<file path="src/logic/rcjd_defs.svh">
// constants of the rate converter and plug detect configuration registers
// assumes a 200 MHz system clock and an 8-bit internal register port
// Function
// RULE_01: control bit seven switches the rate converter on
// RULE_02: control bit six turns rate autodetection off
// RULE_03: ratio bit seven zero means main rate inferred
// RULE_04: ratio bit six picks primary or secondary port
// RULE_05: m field: 0 auto, 1-4, 6 literal
// RULE_06: n field: 0 auto, 1-4, 6 literal
// RULE_07: reserved bits read zero, host writes zero
// RULE_08: poll rate codes give 0.5, 1, 7.5 Hz
// RULE_09: probe pulse lasts 4 ms or 32 ms
// RULE_10: phone probe clock period 1, 2, 4 ms
// RULE_11: all four registers reset to zero
// RULE_12: mode bit one enables plug sensing
// RULE_13: mode bit three selects AC or DC coupling
// RULE_14: host avoids reserved field codes
`ifndef RCJD_DEFS_SVH
`define RCJD_DEFS_SVH

`define RCJD_CLK_KHZ          64'd200000
`define RCJD_ADDR_RC_CTRL     8'h17
`define RCJD_ADDR_RC_RATIO    8'h18
`define RCJD_ADDR_JD_TIMING   8'h19
`define RCJD_ADDR_JD_MODE     8'h1a
`define RCJD_RESET_VAL        8'h00
`define RCJD_MASK_RC_CTRL     8'hc0
`define RCJD_MASK_RC_RATIO    8'hff
`define RCJD_MASK_JD_TIMING   8'he6
`define RCJD_MASK_JD_MODE     8'h7e
// field positions
`define RCJD_BIT_RC_ON        7
`define RCJD_BIT_AUTODET_OFF  6
`define RCJD_BIT_MANUAL       7
`define RCJD_BIT_SRC_PICK     6
`define RCJD_M_HI             5
`define RCJD_M_LO             3
`define RCJD_N_HI             2
`define RCJD_N_LO             0
`define RCJD_POLL_HI          7
`define RCJD_POLL_LO          6
`define RCJD_BIT_PULSE_LEN    5
`define RCJD_CLKSEL_HI        2
`define RCJD_CLKSEL_LO        1
`define RCJD_BIT_COUPLING     3
`define RCJD_BIT_SENSE_ON     1
// field codes
`define RCJD_POLL_CODE_SLOW   2'h0
`define RCJD_POLL_CODE_MID    2'h1
`define RCJD_POLL_CODE_FAST   2'h2
`define RCJD_CLK_CODE_1       2'h0
`define RCJD_CLK_CODE_2       2'h1
`define RCJD_CLK_CODE_4       2'h2
`define RCJD_RATIO_RSV_A      3'h5
`define RCJD_RATIO_RSV_B      3'h7
// times: poll rates in millihertz, pulse and clock periods in ms
`define RCJD_POLL_SLOW_MHZ    64'd500
`define RCJD_POLL_MID_MHZ     64'd1000
`define RCJD_POLL_FAST_MHZ    64'd7500
`define RCJD_PULSE_SHORT_MS   64'd4
`define RCJD_PULSE_LONG_MS    64'd32
`define RCJD_CLK_1_MS         64'd1
`define RCJD_CLK_2_MS         64'd2
`define RCJD_CLK_4_MS         64'd4
`define RCJD_CYC_FROM_MHZ(f)  (32'((`RCJD_CLK_KHZ * 64'd1000000) / (f)))
`define RCJD_CYC_FROM_MS(t)   (32'(`RCJD_CLK_KHZ * (t)))

`endif

</file>
<file path="src/logic/rcjd_pkg.sv">
// types of the rate converter and plug detect configuration registers
// assumes rcjd_defs.svh for all numbers
`default_nettype none
package rcjd_pkg;
  typedef struct packed {
    logic [7:0]  rc_ctrl;
    logic [7:0]  rc_ratio;
    logic [7:0]  jd_timing;
    logic [7:0]  jd_mode;
    logic [7:0]  rdata;
    logic        rd_valid;
    logic        from_secondary;
    logic        main_auto;
    logic [2:0]  ratio_m;
    logic [2:0]  ratio_n;
    logic        ratio_bad;
    logic [31:0] poll_cnt;
    logic [31:0] pulse_cnt;
    logic        pulse;
    logic [31:0] clk_cnt;
    logic        tick;
  } rcjd_state_t;
endpackage : rcjd_pkg
`default_nettype wire

</file>
<file path="src/logic/rcjd_cfg_regs.sv">
// register slice for rate converter and plug detect setup, with poll timing
// assumes a same-clock register port driven by the control interface engine
`timescale 1ns/10ps
`include "rcjd_defs.svh"
`default_nettype none
module rcjd_cfg_regs
  import rcjd_pkg::*;
#(
  parameter logic [31:0] POLL_SLOW_CYC = `RCJD_CYC_FROM_MHZ(`RCJD_POLL_SLOW_MHZ),
  parameter logic [31:0] POLL_MID_CYC  = `RCJD_CYC_FROM_MHZ(`RCJD_POLL_MID_MHZ),
  parameter logic [31:0] POLL_FAST_CYC = `RCJD_CYC_FROM_MHZ(`RCJD_POLL_FAST_MHZ),
  parameter logic [31:0] PULSE_SHORT_CYC = `RCJD_CYC_FROM_MS(`RCJD_PULSE_SHORT_MS),
  parameter logic [31:0] PULSE_LONG_CYC  = `RCJD_CYC_FROM_MS(`RCJD_PULSE_LONG_MS),
  parameter logic [31:0] CLK_1_CYC = `RCJD_CYC_FROM_MS(`RCJD_CLK_1_MS),
  parameter logic [31:0] CLK_2_CYC = `RCJD_CYC_FROM_MS(`RCJD_CLK_2_MS),
  parameter logic [31:0] CLK_4_CYC = `RCJD_CYC_FROM_MS(`RCJD_CLK_4_MS)
) (
  input  wire logic       i_clk_sys,
  input  wire logic       i_reset,
  input  wire logic       i_wr_en,
  input  wire logic       i_rd_en,
  input  wire logic [7:0] i_addr,
  input  wire logic [7:0] i_wdata,
  output logic      [7:0] o_rdata,
  output logic            o_rd_valid,
  output logic            o_rate_converter_on,
  output logic            o_rate_autodetect_off,
  output logic            o_main_rate_auto,
  output logic            o_main_rate_from_secondary,
  output logic      [2:0] o_ratio_m,
  output logic      [2:0] o_ratio_n,
  output logic            o_ratio_code_bad,
  output logic            o_plug_sense_on,
  output logic            o_phone_coupling_dc,
  output logic            o_plug_probe_pulse,
  output logic            o_phone_probe_tick
);

  rcjd_state_t st;
  rcjd_state_t next_st;
  logic [31:0] poll_len;
  logic [31:0] pulse_len;
  logic [31:0] clk_len;
  logic        sense_en;

  // reserved codes map to a literal of zero and raise the bad flag
  function automatic logic [2:0] rcjd_ratio_val(input logic [2:0] code);
    if (code == `RCJD_RATIO_RSV_A || code == `RCJD_RATIO_RSV_B) begin
      return 3'h0;
    end
    return code;
  endfunction : rcjd_ratio_val

  always_comb begin
    unique case (st.jd_timing[`RCJD_POLL_HI:`RCJD_POLL_LO])  // see RULE_08
      `RCJD_POLL_CODE_MID:  poll_len = POLL_MID_CYC;
      `RCJD_POLL_CODE_FAST: poll_len = POLL_FAST_CYC;
      default:              poll_len = POLL_SLOW_CYC;  // reserved code 3 polls slowly
    endcase
    pulse_len = st.jd_timing[`RCJD_BIT_PULSE_LEN] ? PULSE_LONG_CYC : PULSE_SHORT_CYC;  // see RULE_09
    unique case (st.jd_timing[`RCJD_CLKSEL_HI:`RCJD_CLKSEL_LO])  // see RULE_10
      `RCJD_CLK_CODE_2: clk_len = CLK_2_CYC;
      `RCJD_CLK_CODE_4: clk_len = CLK_4_CYC;
      default:          clk_len = CLK_1_CYC;  // reserved code 3 falls back to 1 ms
    endcase
    sense_en = st.jd_mode[`RCJD_BIT_SENSE_ON];  // see RULE_12
  end

  always_comb begin
    next_st = st;
    next_st.rd_valid = 1'b0;
    // reserved bits are masked on write so they always read zero
    if (i_wr_en) begin
      unique case (i_addr)  // see RULE_07
        `RCJD_ADDR_RC_CTRL:   next_st.rc_ctrl   = i_wdata & `RCJD_MASK_RC_CTRL;
        `RCJD_ADDR_RC_RATIO:  next_st.rc_ratio  = i_wdata & `RCJD_MASK_RC_RATIO;
        `RCJD_ADDR_JD_TIMING: next_st.jd_timing = i_wdata & `RCJD_MASK_JD_TIMING;
        `RCJD_ADDR_JD_MODE:   next_st.jd_mode   = i_wdata & `RCJD_MASK_JD_MODE;
        default: ;
      endcase
    end
    if (i_rd_en) begin
      next_st.rd_valid = 1'b1;
      unique case (i_addr)
        `RCJD_ADDR_RC_CTRL:   next_st.rdata = st.rc_ctrl;
        `RCJD_ADDR_RC_RATIO:  next_st.rdata = st.rc_ratio;
        `RCJD_ADDR_JD_TIMING: next_st.rdata = st.jd_timing;
        `RCJD_ADDR_JD_MODE:   next_st.rdata = st.jd_mode;
        default:              next_st.rdata = `RCJD_RESET_VAL;
      endcase
    end
    // decoded controls lag the register by one cycle so outputs stay flopped
    next_st.main_auto      = ~st.rc_ratio[`RCJD_BIT_MANUAL];  // see RULE_03
    next_st.from_secondary = st.rc_ratio[`RCJD_BIT_MANUAL]
                           & st.rc_ratio[`RCJD_BIT_SRC_PICK];  // see RULE_04
    next_st.ratio_m   = rcjd_ratio_val(st.rc_ratio[`RCJD_M_HI:`RCJD_M_LO]);  // see RULE_05
    next_st.ratio_n   = rcjd_ratio_val(st.rc_ratio[`RCJD_N_HI:`RCJD_N_LO]);  // see RULE_06
    next_st.ratio_bad = (st.rc_ratio[`RCJD_M_HI:`RCJD_M_LO] != next_st.ratio_m)
                      | (st.rc_ratio[`RCJD_N_HI:`RCJD_N_LO] != next_st.ratio_n);
    // poll, probe pulse and probe clock all stop while sensing is off
    next_st.tick = 1'b0;
    if (!sense_en) begin
      next_st.poll_cnt  = 32'h0;
      next_st.pulse_cnt = 32'h0;
      next_st.pulse     = 1'b0;
      next_st.clk_cnt   = 32'h0;
    end else begin
      if (st.pulse) begin
        if (st.pulse_cnt >= pulse_len - 32'h1) begin
          next_st.pulse = 1'b0;
        end else begin
          next_st.pulse_cnt = st.pulse_cnt + 32'h1;
        end
      end
      if (st.poll_cnt >= poll_len - 32'h1) begin  // see RULE_08
        next_st.poll_cnt  = 32'h0;
        next_st.pulse     = 1'b1;
        next_st.pulse_cnt = 32'h0;
      end else begin
        next_st.poll_cnt = st.poll_cnt + 32'h1;
      end
      if (st.clk_cnt >= clk_len - 32'h1) begin  // see RULE_10
        next_st.clk_cnt = 32'h0;
        next_st.tick    = 1'b1;
      end else begin
        next_st.clk_cnt = st.clk_cnt + 32'h1;
      end
    end
  end

  always_ff @(posedge i_clk_sys) begin
    if (i_reset) begin
      st           <= '0;
      st.main_auto <= 1'b1;
      st.rc_ctrl   <= `RCJD_RESET_VAL;  // see RULE_11
      st.rc_ratio  <= `RCJD_RESET_VAL;
      st.jd_timing <= `RCJD_RESET_VAL;
      st.jd_mode   <= `RCJD_RESET_VAL;
    end else begin
      st <= next_st;
    end
  end

  assign o_rdata                    = st.rdata;
  assign o_rd_valid                 = st.rd_valid;
  assign o_rate_converter_on        = st.rc_ctrl[`RCJD_BIT_RC_ON];  // see RULE_01
  assign o_rate_autodetect_off      = st.rc_ctrl[`RCJD_BIT_AUTODET_OFF];  // see RULE_02
  assign o_main_rate_auto           = st.main_auto;
  assign o_main_rate_from_secondary = st.from_secondary;
  assign o_ratio_m                  = st.ratio_m;
  assign o_ratio_n                  = st.ratio_n;
  assign o_ratio_code_bad           = st.ratio_bad;
  assign o_plug_sense_on            = st.jd_mode[`RCJD_BIT_SENSE_ON];
  assign o_phone_coupling_dc        = st.jd_mode[`RCJD_BIT_COUPLING];  // see RULE_13
  assign o_plug_probe_pulse         = st.pulse;
  assign o_phone_probe_tick         = st.tick;
endmodule : rcjd_cfg_regs
`default_nettype wire

</file>
<file path="config.mk">
export PLATFORM = sky130hd
export DESIGN_NAME = rcjd_cfg_regs
export DESIGN_NICKNAME = d
export VERILOG_FILES = /design/src/logic/rcjd_pkg.sv /design/src/logic/rcjd_cfg_regs.sv
export VERILOG_INCLUDE_DIRS = /design/src /design/src/logic
export SDC_FILE = /design/constraint.sdc
export NUM_CORES = 1
export LEC_CHECK = 0
export ABC_AREA = 1
export CORE_MARGIN = 5
export CORE_UTILIZATION = 50
export DETAILED_ROUTE_END_ITERATION = 10
export DONT_BUFFER_PORTS = 1
export SYNTH_ARGS = -nofsm -noshare
export SYNTH_HDL_FRONTEND = slang
export SYNTH_SLANG_ARGS = --single-unit
</file>
<file path="constraint.sdc">
create_clock -name i_clk_sys -period 5.8 [get_ports i_clk_sys]
set_input_delay 0.87 -clock i_clk_sys [delete_from_list [all_inputs] [get_ports i_clk_sys]]
set_output_delay 0.87 -clock i_clk_sys [all_outputs]
set_load 0.03 [all_outputs]
</file>
# After elaboration in Yosys (flattened, before gate mapping)
# Cells that the tools add are included.
word_totals:
  register_bits: 137
  input_bits: 20
  output_inout_bits: 24
classes:
  n_addsub: 6
  order_cmp: 3
  n_eq_ne: 14
  mux: 15
  bitwise: 5
  reduce_logical: 10
ops:
  columns: ["operator", "count"]
  rows:
  - ["32-bit by 1-bit adder with 32-bit output, second input constant", 3]
  - ["32-bit greater-or-equal comparator", 3]
  - ["29-bit case mux with 2 select lines", 1]
  - ["20-bit case mux with 2 select lines", 1]
  - ["8-bit by 5-bit == test with 1-bit output, second input constant", 4]
  - ["8-bit case mux with 4 select lines", 1]
  - ["32-bit by 1-bit subtractor with 32-bit output, second input constant", 1]
  - ["29-bit by 1-bit subtractor with 30-bit output, second input constant", 1]
  - ["23-bit by 1-bit subtractor with 24-bit output, second input constant", 1]
  - ["23-bit 2-to-1 mux", 1]
  - ["3-bit == test, second input constant", 4]
  - ["3-bit 2-to-1 mux", 4]
  - ["2-bit AND reduction", 5]
  - ["1-bit 2-to-1 mux", 7]
  - ["3-bit inequality test", 2]
  - ["3-bit OR reduction", 2]
  - ["2-bit by 1-bit == test with 1-bit output, second input constant", 2]
  - ["2-bit == test, second input constant", 2]
  - ["1-bit inverter", 3]
  - ["1-bit logical OR", 2]
  - ["2-bit OR reduction", 1]
  - ["1-bit AND", 1]
  - ["1-bit OR", 1]

# Depth between registers and ports, before layout
# Gate-level depths: netlist of run 1.
depth:
  word_depth: 6
  mapped_depth: 16
  ltp_nobuf: 16

# Least setup slack after synthesis of run 1
# Ideal clock, no wire load.
synth_path:
  path_type: "register -> register"
  from: "register st[130] (netlist name)"
  to: "register st[82] (netlist name)"
  arrival_ps: 2106
  t_required_ps: 5736
  path_slack_ps: 3630
  stages_incl_launch_ff: 17
  n_path_buf: 3
  synth_period_minus_slack_ps: 2170
  cell_sequence: "dfxtp_1 > inv_1 > ha_1 > buf_4 > nand3b_1 > ha_1 > nand2_1 > inv_1 > nand2_1 > nand2_1 > a21oi_1 > nand2_1 > nand2_1 > nand3_2 > buf_6 > buf_6 > nor2_1"
synth_via:
  elab_chain_len: 5
  elab_cells_between_ends: 6
  classes_between: "add/sub: 1; order compare: 1; eq/ne: 2; mux: 1; reduce/logical: 1"
synth_lines:
  columns: ["element", "line_no", "rtl"]
  rows:
  - ["start: declaration", "rcjd_cfg_regs.sv:39", "rcjd_state_t st;"]
  - ["start signal: assignment", "rcjd_cfg_regs.sv:140", "st <= next_st;"]
  - ["2-bit == test or 2-bit by 1-bit == test with 1-bit output (tied branches)", "rcjd_cfg_regs.sv:55", "unique case (st.jd_timing[`RCJD_POLL_HI:`RCJD_POLL_LO])"]
  - ["29-bit case mux with 2 select lines (*)", "rcjd_cfg_regs.sv:55", null]
  - ["29-bit by 1-bit subtractor with 30-bit output (*)", "rcjd_cfg_regs.sv:115", "if (st.poll_cnt >= poll_len - 32'h1) begin"]
  - ["32-bit greater-or-equal comparator (*)", "rcjd_cfg_regs.sv:115", null]
  - ["3-bit OR reduction (no source line) (*)", null, null]
# Every way passes the cells marked *; elsewhere a longest branch is shown, timed or not.
# A chain may end at the register's enable or synchronous reset.

# Worst setup path after layout of run 1
# Ends and elaborated chain as after synthesis.

==> run summary, run 1 <==
The run finished with clean final reports. Of all cell types, the one taking the most synthesized area is dfxtp_1. The number of cell rows is 44.

The delay of the slowest cell on the worst path came out at 490 ps. The cell family contributing the most delay on the critical path is simple AND/OR/NAND/NOR gates. Counting I/O delays and the setup requirement, the final critical path takes 2957 ps.

By area the synthesized netlist is led by dfxtp_1 37%, nand2_1 13%, ha_1 8.6%, nor2_1 7.4%, inv_1 6.5%. The layout overhead on the synthesized area is 9.066%. The maximum fanout count along the critical path came out at 41. The cell area that synthesis handed to floorplanning was 7397 um^2. The maximum clock skew at final layout came out at 8.267 ps. The tightest min-delay check is of the flop to flop type.

In this run the number of H-tree levels came out at 4. The maximum number of pins on one net before global-route repair came out at 42. The share of the clock period used by the worst path came out at 0.5098.

The kind of critical path is flop to flop. The die boundary width came out at 131.6 um. The cell with the most instances on the worst path is nand2_1.

The initial core utilization came out at 0.5090. The routability congestion estimate from global placement is 0.8299. The count of final max-slew check failures came out at 0. The signal on the critical path passes through inv_1 > ha_1 > nand3b_1 > ha_1 > nand2_1 > inv_1 > nand3_1 > nor3_1 > nand2_1 > nand2_1 > nand2_1 > nand3_2 > buf_4 > nor2_1. Detailed placement ended at an HPWL of 11.87 mm. The highest clock frequency the design can meet is 338.2 MHz. The tightest slew margin relative to the limit is 0.2220. The worst-case vdd ir drop is 0.2035 mV. Counting flops and latches in the post-synthesis netlist gives 137.

In this run the remaining antenna-violating nets after routing total 0. The post-cts gate resize count is 0. Of the post-synthesis cell area, the dominant cell type holds 0.3708. The final design instance area without fill is 8068 um^2. The wire length per cell after detailed routing came out at 12.84 um. The actual transition at the worst max-transition pin came out at 1166 ps. The library cells used most frequently in the layout, excluding fill and tap cells, are 249 x nand2_1, 144 x nor2_1, 137 x dfxtp_1, 128 x inv_1, 74 x nand3_1. The initial antenna violation count is 0. The total routing usage reported by global routing came out at 0.1875. Once placement finished, the instance area stood at 7458 um^2.

The worst setup path is captured at a flop. The count of clock tree sinks is 137. During placement, the flow inserted port buffers numbering 0. The slowest stage of the critical path is the ha_1 cell.

The wire length after detailed routing came out at 16.12 mm. Setup repair after global routing left no endpoint under its margin. After technology mapping, the gate count stands at 1,062. The total of warnings raised by yosys is 0. The die outline height is 131.6 um. The number of DRC markers after the initial detailed-route iteration is 366. The total grt overflow came out at 0.

The worst-case clock buffer depth came out at 2. The final-stage net count is 1,129. Of all flip-flops after synthesis, the portion carrying an async set or reset was 0. Detailed routing inserted a total of 6,304 vias. After clock tree synthesis, the clock-pin slew on the worst setup and hold paths is 60 ps. The sequential cell area fraction in the yosys report is 0.3708. The cts-stage hold buffer count is 0. The area inside the core boundary is 14,530 um^2.

The arrival time at the worst endpoint came out at 3250 ps. The critical path required time is 6090 ps. The global-route wire length before repair is 27.34 mm. Of the cells placed in the final design, the portion with a size suffix greater than 1 is 0.05509.

The number of global-route vias before repair is 5,701. The leakage component of the power came out at 3.238 nW. The number of setup violations in the final report is 0. The total setup buffers inserted after CTS is 0. The worst setup path is launched from a flop. The most frequently used flop master after synthesis is dfxtp_1. The count of fill cells added during filler insertion came out at 1,453. The remaining routing DRC violations came out at 0. The number of synthesized flops with an enable pin came out at 0. The final hold violation count is 0.

The number of antenna diodes in the final layout is 0. The first detailed-routing pass ran for 5 iterations. The buffer and inverter count on the worst path is 3. For this design the top-level I/O count stands at 44. Dividing total power by cell area gives a power density of 257.6 nW/um^2. The total power consumption of the routed design is 2.078 mW. Using the TritonRoute via totals, the vias-per-cell ratio works out to 5.023.

The unique cell type count in the Yosys netlist came out at 37. TritonCTS built the clock tree. Setup total negative slack on the finished layout was measured at 0 ps. The worst-case hold slack came out at 434.3 ps. The most common cell after layout, fill and taps aside is nand2_1. The average size of a mapped cell is 6.965 um^2. The number of buffers created by CTS is 17.

The number of max-cap violations came out at 0. The cell at the root of the clock tree is clkbuf_16. The later-pin clock latency in the skew report came out at 430 ps. The floorplan die area came out at 17,330 um^2.
==> sequential cells by signal, indices dropped and copies added (netlist names), 3 cells and up <==
| register | count |
|---|---|
| o_ratio_m | 3 |
| o_ratio_n | 3 |
| o_rdata | 8 |
| st | 113 |
==> cells by family (layout without fill, tap and decap cells) <==
group / after synthesis / count (layout) / share of synthesized area
flops: 137 / 137 / 0.3708
fa+ha+maj: 51 / 51 / 0.08626
xor+xnor: 33 / 33 / 0.03907
simple gates: 576 / 576 / 0.3393
other cells: 1 / 14 / 0.0005070
compound gates: 88 / 88 / 0.06089
buf+inv: 176 / 172 / 0.1032
==> cells in the mapped netlist, types with 4 or more instances <==
cell type,n
a21oi_1,65
buf_2,10
buf_4,18
clkbuf_1,7
dfxtp_1,137
ha_1,51
inv_1,128
inv_2,7
nand2_1,249
nand3_1,74
nand3b_1,4
nand4_1,40
nor2_1,145
nor3_1,40
nor4_1,4
o21ai_0,17
xnor2_1,12
xor2_1,21
==> final timing paths <==
path                            cells past startpoint                  from  slack (ps)                   to
worst min-delay path                                2   st[60]$_SDFFE_PP0P_         430  st[60]$_SDFFE_PP0P_
worst max-delay path                               14  st[130]$_SDFFE_PP0P_        2840    st[82]$_SDFF_PP0_
worst max register to register                     14  st[130]$_SDFFE_PP0P_        2840    st[82]$_SDFF_PP0_
worst min register to register                      2   st[60]$_SDFFE_PP0P_         430  st[60]$_SDFFE_PP0P_
==> power by group <==
part           internal [mW]  switching [mW]  total, mW
logic                0.00492          0.0118     0.0167
clock network          0.667           0.444       1.11
registers              0.947         0.00347      0.950
==> area by class of cell <==
type	count	area (um^2)	share of cell area
Clock buffer	19	452.9	0.05614
Clock inverter	13	156.4	0.01939
Inverter	137	514.2	0.06374
Multi-Input combinational cell	762	3949	0.4895
Sequential cell	137	2743	0.3400
Tap cell	184	230.2	0.02854
Timing Repair Buffer	3	22.52	0.002792
==> per-stage QoR <==
stage / worst slack [ps] / std cells / utilization
finish: 2843 / 1255 / 0.5551
global route: 2537 / 1255 / 0.5551
CTS: 2806 / 1255 / 0.5551
detailed placement: 2825 / 1223 / 0.5132
global placement: 2920 / 1223 / 0.5132
floorplan: 3630 / 1075 / -
==> layer usage <==
layer	global-route usage	wire length (um)
met3	0.04969	699
met5	0	0
met2	0.2878	7057
met1	0.2568	8143
met4	0.06229	219
==> worst min-delay path, cell delays in order (launching register included) <==
cell and delay (ps):
dfxtp_1 300, inv_1 60, nor2_1 40
No activity file was read; power rests on OpenSTA's default activity.
==> run 2, diff against run 1 <==
--- a/config.mk
+++ b/config.mk
@@ -11,6 +11,7 @@
 export CORE_UTILIZATION = 50
 export DETAILED_ROUTE_END_ITERATION = 10
 export DONT_BUFFER_PORTS = 1
+export PLACE_DENSITY = 0.68
 export SYNTH_ARGS = -nofsm -noshare
 export SYNTH_HDL_FRONTEND = slang
 export SYNTH_SLANG_ARGS = --single-unit
==> constraint.sdc (replaced) <==
create_clock -name i_clk_sys -period 2.7 [get_ports i_clk_sys]
set_input_delay 0.405 -clock i_clk_sys [delete_from_list [all_inputs] [get_ports i_clk_sys]]
set_output_delay 0.405 -clock i_clk_sys [all_outputs]
set_load 0.03 [all_outputs]
==> run 2 against run 1 <==
Net effect: global-route usage rose by 0.47 points; via count rose by 1.4%; die area did not move; non-clock buffer count is 9 higher; worst setup slack lost 2500 ps; sequential cell count unchanged; maximum frequency grew 26%; worst hold slack worse by 390 ps; sequential power rose by 110%; routed wire length decreased by 2.2%; sequential share of layout area down 0.18 points; register-to-register slack worse by 2500 ps; largest power group unchanged.
==> run summary, run 2 (synthesis gave the netlist of run 1 again) <==
The maximum fanout count along the critical path came out at 32 (-22%). The worst-case vdd ir drop is 0.4205 mV (+110%). The top register by number of flip-flops is st. Among all stages on the critical path, the largest delay is contributed by dfxtp_1. The final design instance area without fill is 8112 um^2 (+0.54%). In the layout the commonest cells are 249 x nand2_1, 145 x nor2_1, 137 x dfxtp_1, 128 x inv_1, 74 x nand3_1. The later-pin clock latency in the skew report is 430 ps (about the same). The number of global-route vias before repair was 6,152 (+7.9%). Walking the worst path, the cells encountered are inv_1 > ha_2 > nand3b_1 > ha_1 > nand2_1 > inv_1 > nand2_1 > nand2_1 > a21oi_1 > nand2_1 > nand2_1 > nand3_2 > buf_12 > nor3_1. The wire length per cell after detailed routing is 12.48 um (-2.8%). The startpoint of the worst hold path is i_reset. Grouping stages by cell kind, the critical path spends the most delay in simple AND/OR/NAND/NOR gates. The die boundary width is 131.6 um (unchanged). Setup repair after global routing left no endpoint under its margin.

The count of fill cells added during filler insertion came out at 1,430 (-1.6%). The number of setup violations in the final report is 0 (unchanged). The initial antenna violation count came to 0 (unchanged). Leaving out fill and tap cells, the most frequent cell in the layout is nand2_1. The buffer and inverter count on the worst path is 3 (unchanged).

The power density over the cells came out at 527.2 nW/um^2 (+100%). The tree is rooted in a clkbuf_16. The number of DRC markers after the initial detailed-route iteration came to 338 (-7.7%). The number of top-level pins is 44 (unchanged). The count of cells along the worst register-to-register path is 14 (unchanged). The logic depth of the worst setup path including buffers is 14 (unchanged). The floorplan die area came to 17,330 um^2 (unchanged). The worst hold-check path type is primary input to flop. The count of final max-slew check failures was 0 (unchanged). The via count is 6,390 (+1.4%).

The final critical path time including I/O delays and setup came out at 2339 ps (-617.9 ps). The number of cell rows is 44 (unchanged). The final-stage net count came out at 1,138 (+0.80%). The remaining routing DRC violations came out at 0 (unchanged). The share of the clock period used by the worst path was 0.8662 (+0.3564). By instance count, the cell type seen most on the critical path is nand2_1. The length of the first detailed-routing pass in iterations was 5 (unchanged). The number of buffers created by CTS came out at 17 (unchanged). The count of clock tree sinks is 137 (unchanged).

The leakage component of the power is 3.262 nW (+0.75%). The flip-flop count of the largest register, all copies and words added came out at 113 (unchanged). The delay of the slowest cell on the worst path was 380 ps (-110 ps). The global-route wire length before repair is 28.09 mm (+2.8%). The final hold violation count came out at 0 (unchanged). The routability congestion estimate from global placement is 0.8653 (+4.3%). The worst-case clock buffer depth is 2 (unchanged).

The critical path ends at st[68]$_SDFF_PP0_. The run finished with clean final reports. The arrival time at the worst endpoint was 2690 ps (-560 ps). STA classifies the critical path startpoint as a flop. The critical path required time is 3050 ps (-3040 ps). The maximum number of pins on one net before global-route repair came out at 33 (-21%).

The wire length after detailed routing came out at 15.77 mm (-2.2%). The cts-stage hold buffer count came out at 0 (unchanged). The initial core utilization came out at 0.5090 (unchanged). The number of diodes added for antenna fixing was 0 (unchanged). The die outline height is 131.6 um (unchanged). The reg-to-reg startpoint is st[130]$_SDFFE_PP0P_. The clock transition at the registers of the reported paths is 60 ps (about the same). The flop-to-flop setup slack came out at 360 ps (-2480 ps).

The post-detailed-placement cell area came out at 7548 um^2 (+1.2%). The area inside the core boundary came out at 14,530 um^2 (unchanged). The total routing usage reported by global routing is 0.1922 (+0.004746). The layout overhead on the synthesized area is 9.658%. The CTS tree is yes. The quantity of I/O buffers inserted on ports is 0 (unchanged).

The number of max-cap violations came out at 0 (unchanged). The endpoint identified for the worst register-to-register timing path is st[68]$_SDFF_PP0_. The total power consumption of the routed design is 4.276 mW (+110%). The kind of critical path is flop to flop. The depth of the CTS H-tree came out at 4 (unchanged). The highest clock frequency the design can meet is 427.6 MHz (+26%). The setup TNS is 0 ps (unchanged).

The element type at the critical path end is a flop. The critical path starts at st[130]$_SDFFE_PP0P_. The detailed-placement wirelength estimate came to 11.82 mm (-0.35%).

The number of nets with antenna violations after detailed routing came out at 0 (unchanged). The fraction of layout instances using a drive strength above 1 came out at 0.06117 (+0.006079). The total grt overflow came out at 0 (unchanged). The maximum clock skew at final layout is 11.53 ps (+3.259 ps). The number of vias per cell after detailed routing came out at 5.059 (+0.72%).
==> run 2: area by class of cell <==
type	count	area, um^2	share of cell area
repair buffers	12	115.1	0.01419
inverters	137	514.2	0.06340
well taps	184	230.2	0.02838
multi-input cells	762	3949	0.4868
clock buffers	19	442.9	0.05460
flip-flops and latches	137	2743	0.3381
clock inverters	12	117.6	0.01450
==> run 2: worst min-delay path by stage <==
stage,to,slack (ps),cells past startpoint
2_1_floorplan,o_main_rate_auto$_SDFF_PP1_,400,1
3_3_place_gp,st[60]$_SDFFE_PP0P_,430,2
3_5_place_dp,st[60]$_SDFFE_PP0P_,430,2
4_1_cts,o_phone_coupling_dc$_SDFFE_PP0P_,30,1
5_1_grt,o_ratio_code_bad$_SDFF_PP0_,20,1
6_report,st[136]$_SDFFE_PP0P_,40,1
==> run 2: metal layers <==
layer	vias up	wire [um]	GRT usage
li1	3405	-	-
met1	2847	7278	0.2373
met2	117	7393	0.3220
met3	21	832	0.05734
met4	0	260	0.06229
met5	-	0	0
==> run 2: where the power goes <==
group / total, mW / internal [mW] / switching, mW
combinational: 0.0347 / 0.0108 / 0.0239
clock: 2.20 / 1.30 / 0.904
sequential: 2.04 / 2.03 / 0.00764
==> run 2: per-stage QoR <==
stage	hold WS [ps]	setup WS, ps	utilization	std cells
4_1_cts	26.22	239.5	0.5579	1263
6_report	43.86	361.2	0.5581	1263
3_3_place_gp	425.7	341.6	0.5194	1232
3_5_place_dp	430.2	251.1	0.5194	1232
5_1_grt	19.44	102.4	0.5581	1263
2_1_floorplan	399.7	530.3	-	1075
==> run 2: repair_timing <==
action	4_1_cts	5_1_grt
setup endpoints to repair	0	21
hold endpoints to repair	0	0
buffers inserted	0	0
resized for setup	0	1
==> run 3, diff against run 2 <==
--- a/config.mk
+++ b/config.mk
@@ -8,10 +8,10 @@
 export LEC_CHECK = 0
 export ABC_AREA = 1
 export CORE_MARGIN = 5
-export CORE_UTILIZATION = 50
+export CORE_UTILIZATION = 30
 export DETAILED_ROUTE_END_ITERATION = 10
 export DONT_BUFFER_PORTS = 1
-export PLACE_DENSITY = 0.68
+export GPL_TIMING_DRIVEN = 0
 export SYNTH_ARGS = -nofsm -noshare
 export SYNTH_HDL_FRONTEND = slang
 export SYNTH_SLANG_ARGS = --single-unit
==> run 3 against run 2 <==
Net effect: first-iteration DRC count decreased by 4.1%; final cell count rose by 13%; non-clock buffer count is 29 higher; sequential share of layout area is 1.5 points lower; global-route usage shrank 6.0 points; clock skew grew 0.78 ps; worst setup slack worse by 180 ps; maximum frequency is 7.3% lower; via count increased by 3.8%; sequential power barely moved; count of clock-buffer cells in the layout decreased by 1; largest cell class unchanged.
==> run summary, run 3 (synthesis gave the netlist of run 1 again) <==
The library cells used most frequently in the layout, excluding fill and tap cells, are 249 x nand2_1, 144 x nor2_1, 135 x dfxtp_1, 127 x inv_1, 74 x nand3_1. The actual transition at the worst max-transition pin came out at 595.3 ps. The final design instance area without fill is 8488 um^2 (+4.6%).

The number of placed cells counting well taps came to 1,399 (+14%). The final critical path time including I/O delays and setup came out at 2523 ps (+184.5 ps). The initial antenna violation count came to 0 (unchanged). The count of final max-slew check failures came out at 0 (unchanged). The worst-case vdd ir drop is 0.4051 mV (-3.7%). The count of clock tree sinks is 137 (unchanged). The share of the core filled with cells in the final layout is 0.3490 (-0.2091). The number of diodes added for antenna fixing came to 0 (unchanged). The later-pin clock latency in the skew report is 430 ps (about the same). The clock transition at the registers of the reported paths came to 60 ps (about the same).

The fraction of layout instances using a drive strength above 1 came out at 0.08296 (+0.02179). The capture endpoint of the worst hold path is st[122]$_SDFFE_PP0P_. The number of global-route vias before repair came out at 6,316 (+2.7%).

The capture instance of the worst register-to-register path is st[71]$_SDFF_PP0_. The wire length after detailed routing was 18.27 mm (+16%). The worst hold-check path type is primary input to flop. The setup TNS came to 0 ps (unchanged).

The initial core utilization is 0.3042 (-0.2048). The detailed-placement wirelength estimate is 13.75 mm (+16%). The maximum number of pins on one net before global-route repair is 17 (-48%). Counting flops per register, the top entry is st.

The highest clock frequency the design can meet is 396.3 MHz (-7.3%). The met2 wirelength from detailed routing is 8.443 mm (+14%). The number of vias per cell after detailed routing came out at 4.628 (-8.5%).

The worst register-to-register path begins at st[130]$_SDFFE_PP0P_. The minimum setup slack in the final design came out at 176.7 ps (-184.5 ps). The number of setup violations in the final report is 0 (unchanged). The number of buffers created by CTS came out at 17 (unchanged). The quantity of I/O buffers inserted on ports is 0 (unchanged). The post-layout instance count excluding filler cells came out at 1,433 (+13%).

Relative to the synthesized area, the layout overhead comes to 14.75%. The maximum fanout count along the critical path is 10 (-69%). The floorplan die area came out at 27,900 um^2 (+61%). The remaining routing DRC violations is 0 (unchanged).

The share of the clock period used by the worst path came to 0.9345 (+0.06832). The routed length on met3 came out at 899 um (+8.1%). The via count was 6,632 (+3.8%).

The final hold violation count is 0 (unchanged). The count of cells along the worst register-to-register path came out at 16 (+2). Measured against its own limit, the worst slew margin works out to 0.5995. The element type at the critical path end is a flop.

The number of cell rows came out at 57 (+30%). The length of the first detailed-routing pass in iterations is 5 (unchanged). The CTS tree is yes. The arrival time at the worst endpoint is 2840 ps (+150 ps).

The startpoint type of the worst setup path is a flop. The total grt overflow came out at 0 (unchanged). The flip-flop count of the largest register, all copies and words added is 113 (unchanged).

Setup repair after global routing left no endpoint under its margin. The instance count along the most critical hold path came out at 2 (+1). The total routing usage reported by global routing is 0.1327 (-0.05952). The worst setup path is of the flop to flop kind. The number of DRC markers after the initial detailed-route iteration came out at 324 (-4.1%). In this run the clock root is driven by a clkbuf_16. The final-stage net count is 1,167 (+2.5%). The die outline height came out at 167.0 um (+27%). The flow ran to the end, and the final reports show no timing, DRC or antenna violations.

The area inside the core boundary is 24,320 um^2 (+67%). The depth of the CTS H-tree is 4 (unchanged). The leakage component of the power is 3.392 nW (+4.0%).

The number of top-level pins came out at 44 (unchanged). The flop-to-flop setup slack is 180 ps (-180 ps). The worst-case hold slack is 146.5 ps (+102.6 ps). The maximum clock skew at final layout came out at 12.30 ps (+0.7776 ps). The wire length per cell after detailed routing is 12.75 um (+2.2%). The top routing layer in use is met4. The number of max-cap violations came out at 0 (unchanged). The number of nets with antenna violations after detailed routing came out at 0 (unchanged). The die boundary width came to 167.0 um (+27%). The post-detailed-placement cell area is 7851 um^2 (+4.0%). The critical path required time is 3010 ps (-40 ps).

The wire length on met1 came out at 8.768 mm (+20%). The routability congestion estimate from global placement came out at 0.8683 (+0.35%). The most common cell after layout, fill and taps aside is nand2_1.

The power density over the cells came out at 528.7 nW/um^2 (+0.30%). In this run the most critical hold path is launched from i_wdata[6]. The worst-case clock buffer depth was 2 (unchanged).

The minimum setup slack after placement came to -48.56 ps (-299.7 ps). The total power consumption of the routed design is 4.488 mW (+5.0%). The cts-stage hold buffer count came out at 0 (unchanged).

The global-route wire length before repair was 30.88 mm (+9.9%).
-- run 3: cell types whose count changed in the layout (fill, tap and decap cells not counted), moves of 3 or more --
cell      delta
buf_2       +10
clkbuf_1     +6
buf_4       +10
inv_8        +3
-- run 3: layout make-up --
type	count	area [um^2]
well taps	324	405.4
inverters	137	518.0
plain buffers	39	252.7
fillers	2545	15830
clock buffers	18	439.2
clock inverters	14	162.7
flip-flops and latches	137	2745
multi-input cells	762	3950
repair buffers	2	15.01
-- run 3: timing repair --
| item | CTS | global route |
|---|---|---|
| gates resized for setup | 2 | 5 |
| buffers inserted | 0 | 2 |
| setup endpoints to repair | 8 | 55 |
-- run 3: routing by layer --
metal / vias to the layer above / track usage
met2: 119 / 0.2173
met4: 0 / 0.03344
met1: 3033 / 0.1739
met3: 16 / 0.03603
met5: - / 0
li1: 3464 / -
-- run 3: how the worst max path moves through the flow --
stage | start | to | slack [ps] | cells after the start
after floorplan | st[130]$_SDFFE_PP0P_ | st[82]$_SDFF_PP0_ | 530 | 16
after global placement | st[130]$_SDFFE_PP0P_ | st[53]$_SDFFE_PP0P_ | -60 | 15
after detailed placement | st[130]$_SDFFE_PP0P_ | st[53]$_SDFFE_PP0P_ | -50 | 15
after CTS | st[130]$_SDFFE_PP0P_ | st[78]$_SDFF_PP0_ | 90 | 16
after global routing | st[130]$_SDFFE_PP0P_ | st[88]$_SDFF_PP0_ | 7 | 16
final | st[130]$_SDFFE_PP0P_ | st[71]$_SDFF_PP0_ | 180 | 16
-- run 3: critical path, stage by stage (launching register included) --
cell and delay, ps:
dfxtp_2 380, inv_1 90, ha_1 280, buf_4 170, nand3b_1 100, ha_1 300, nand2_1 60, inv_1 60
nand3_1 70, nor3_1 150, nand2_1 70, nand2_1 90, nand2_1 110, nand3_2 110, buf_6 170, buf_8 160
nor2_1 50
-- run 3: report_power, final --
part | internal [mW] | total (mW) | switching [mW]
clock network | 1.41 | 2.40 | 0.986
logic | 0.0133 | 0.0515 | 0.0382
registers | 2.03 | 2.04 | 0.00634
total | 3.46 | 4.49 | 1.03
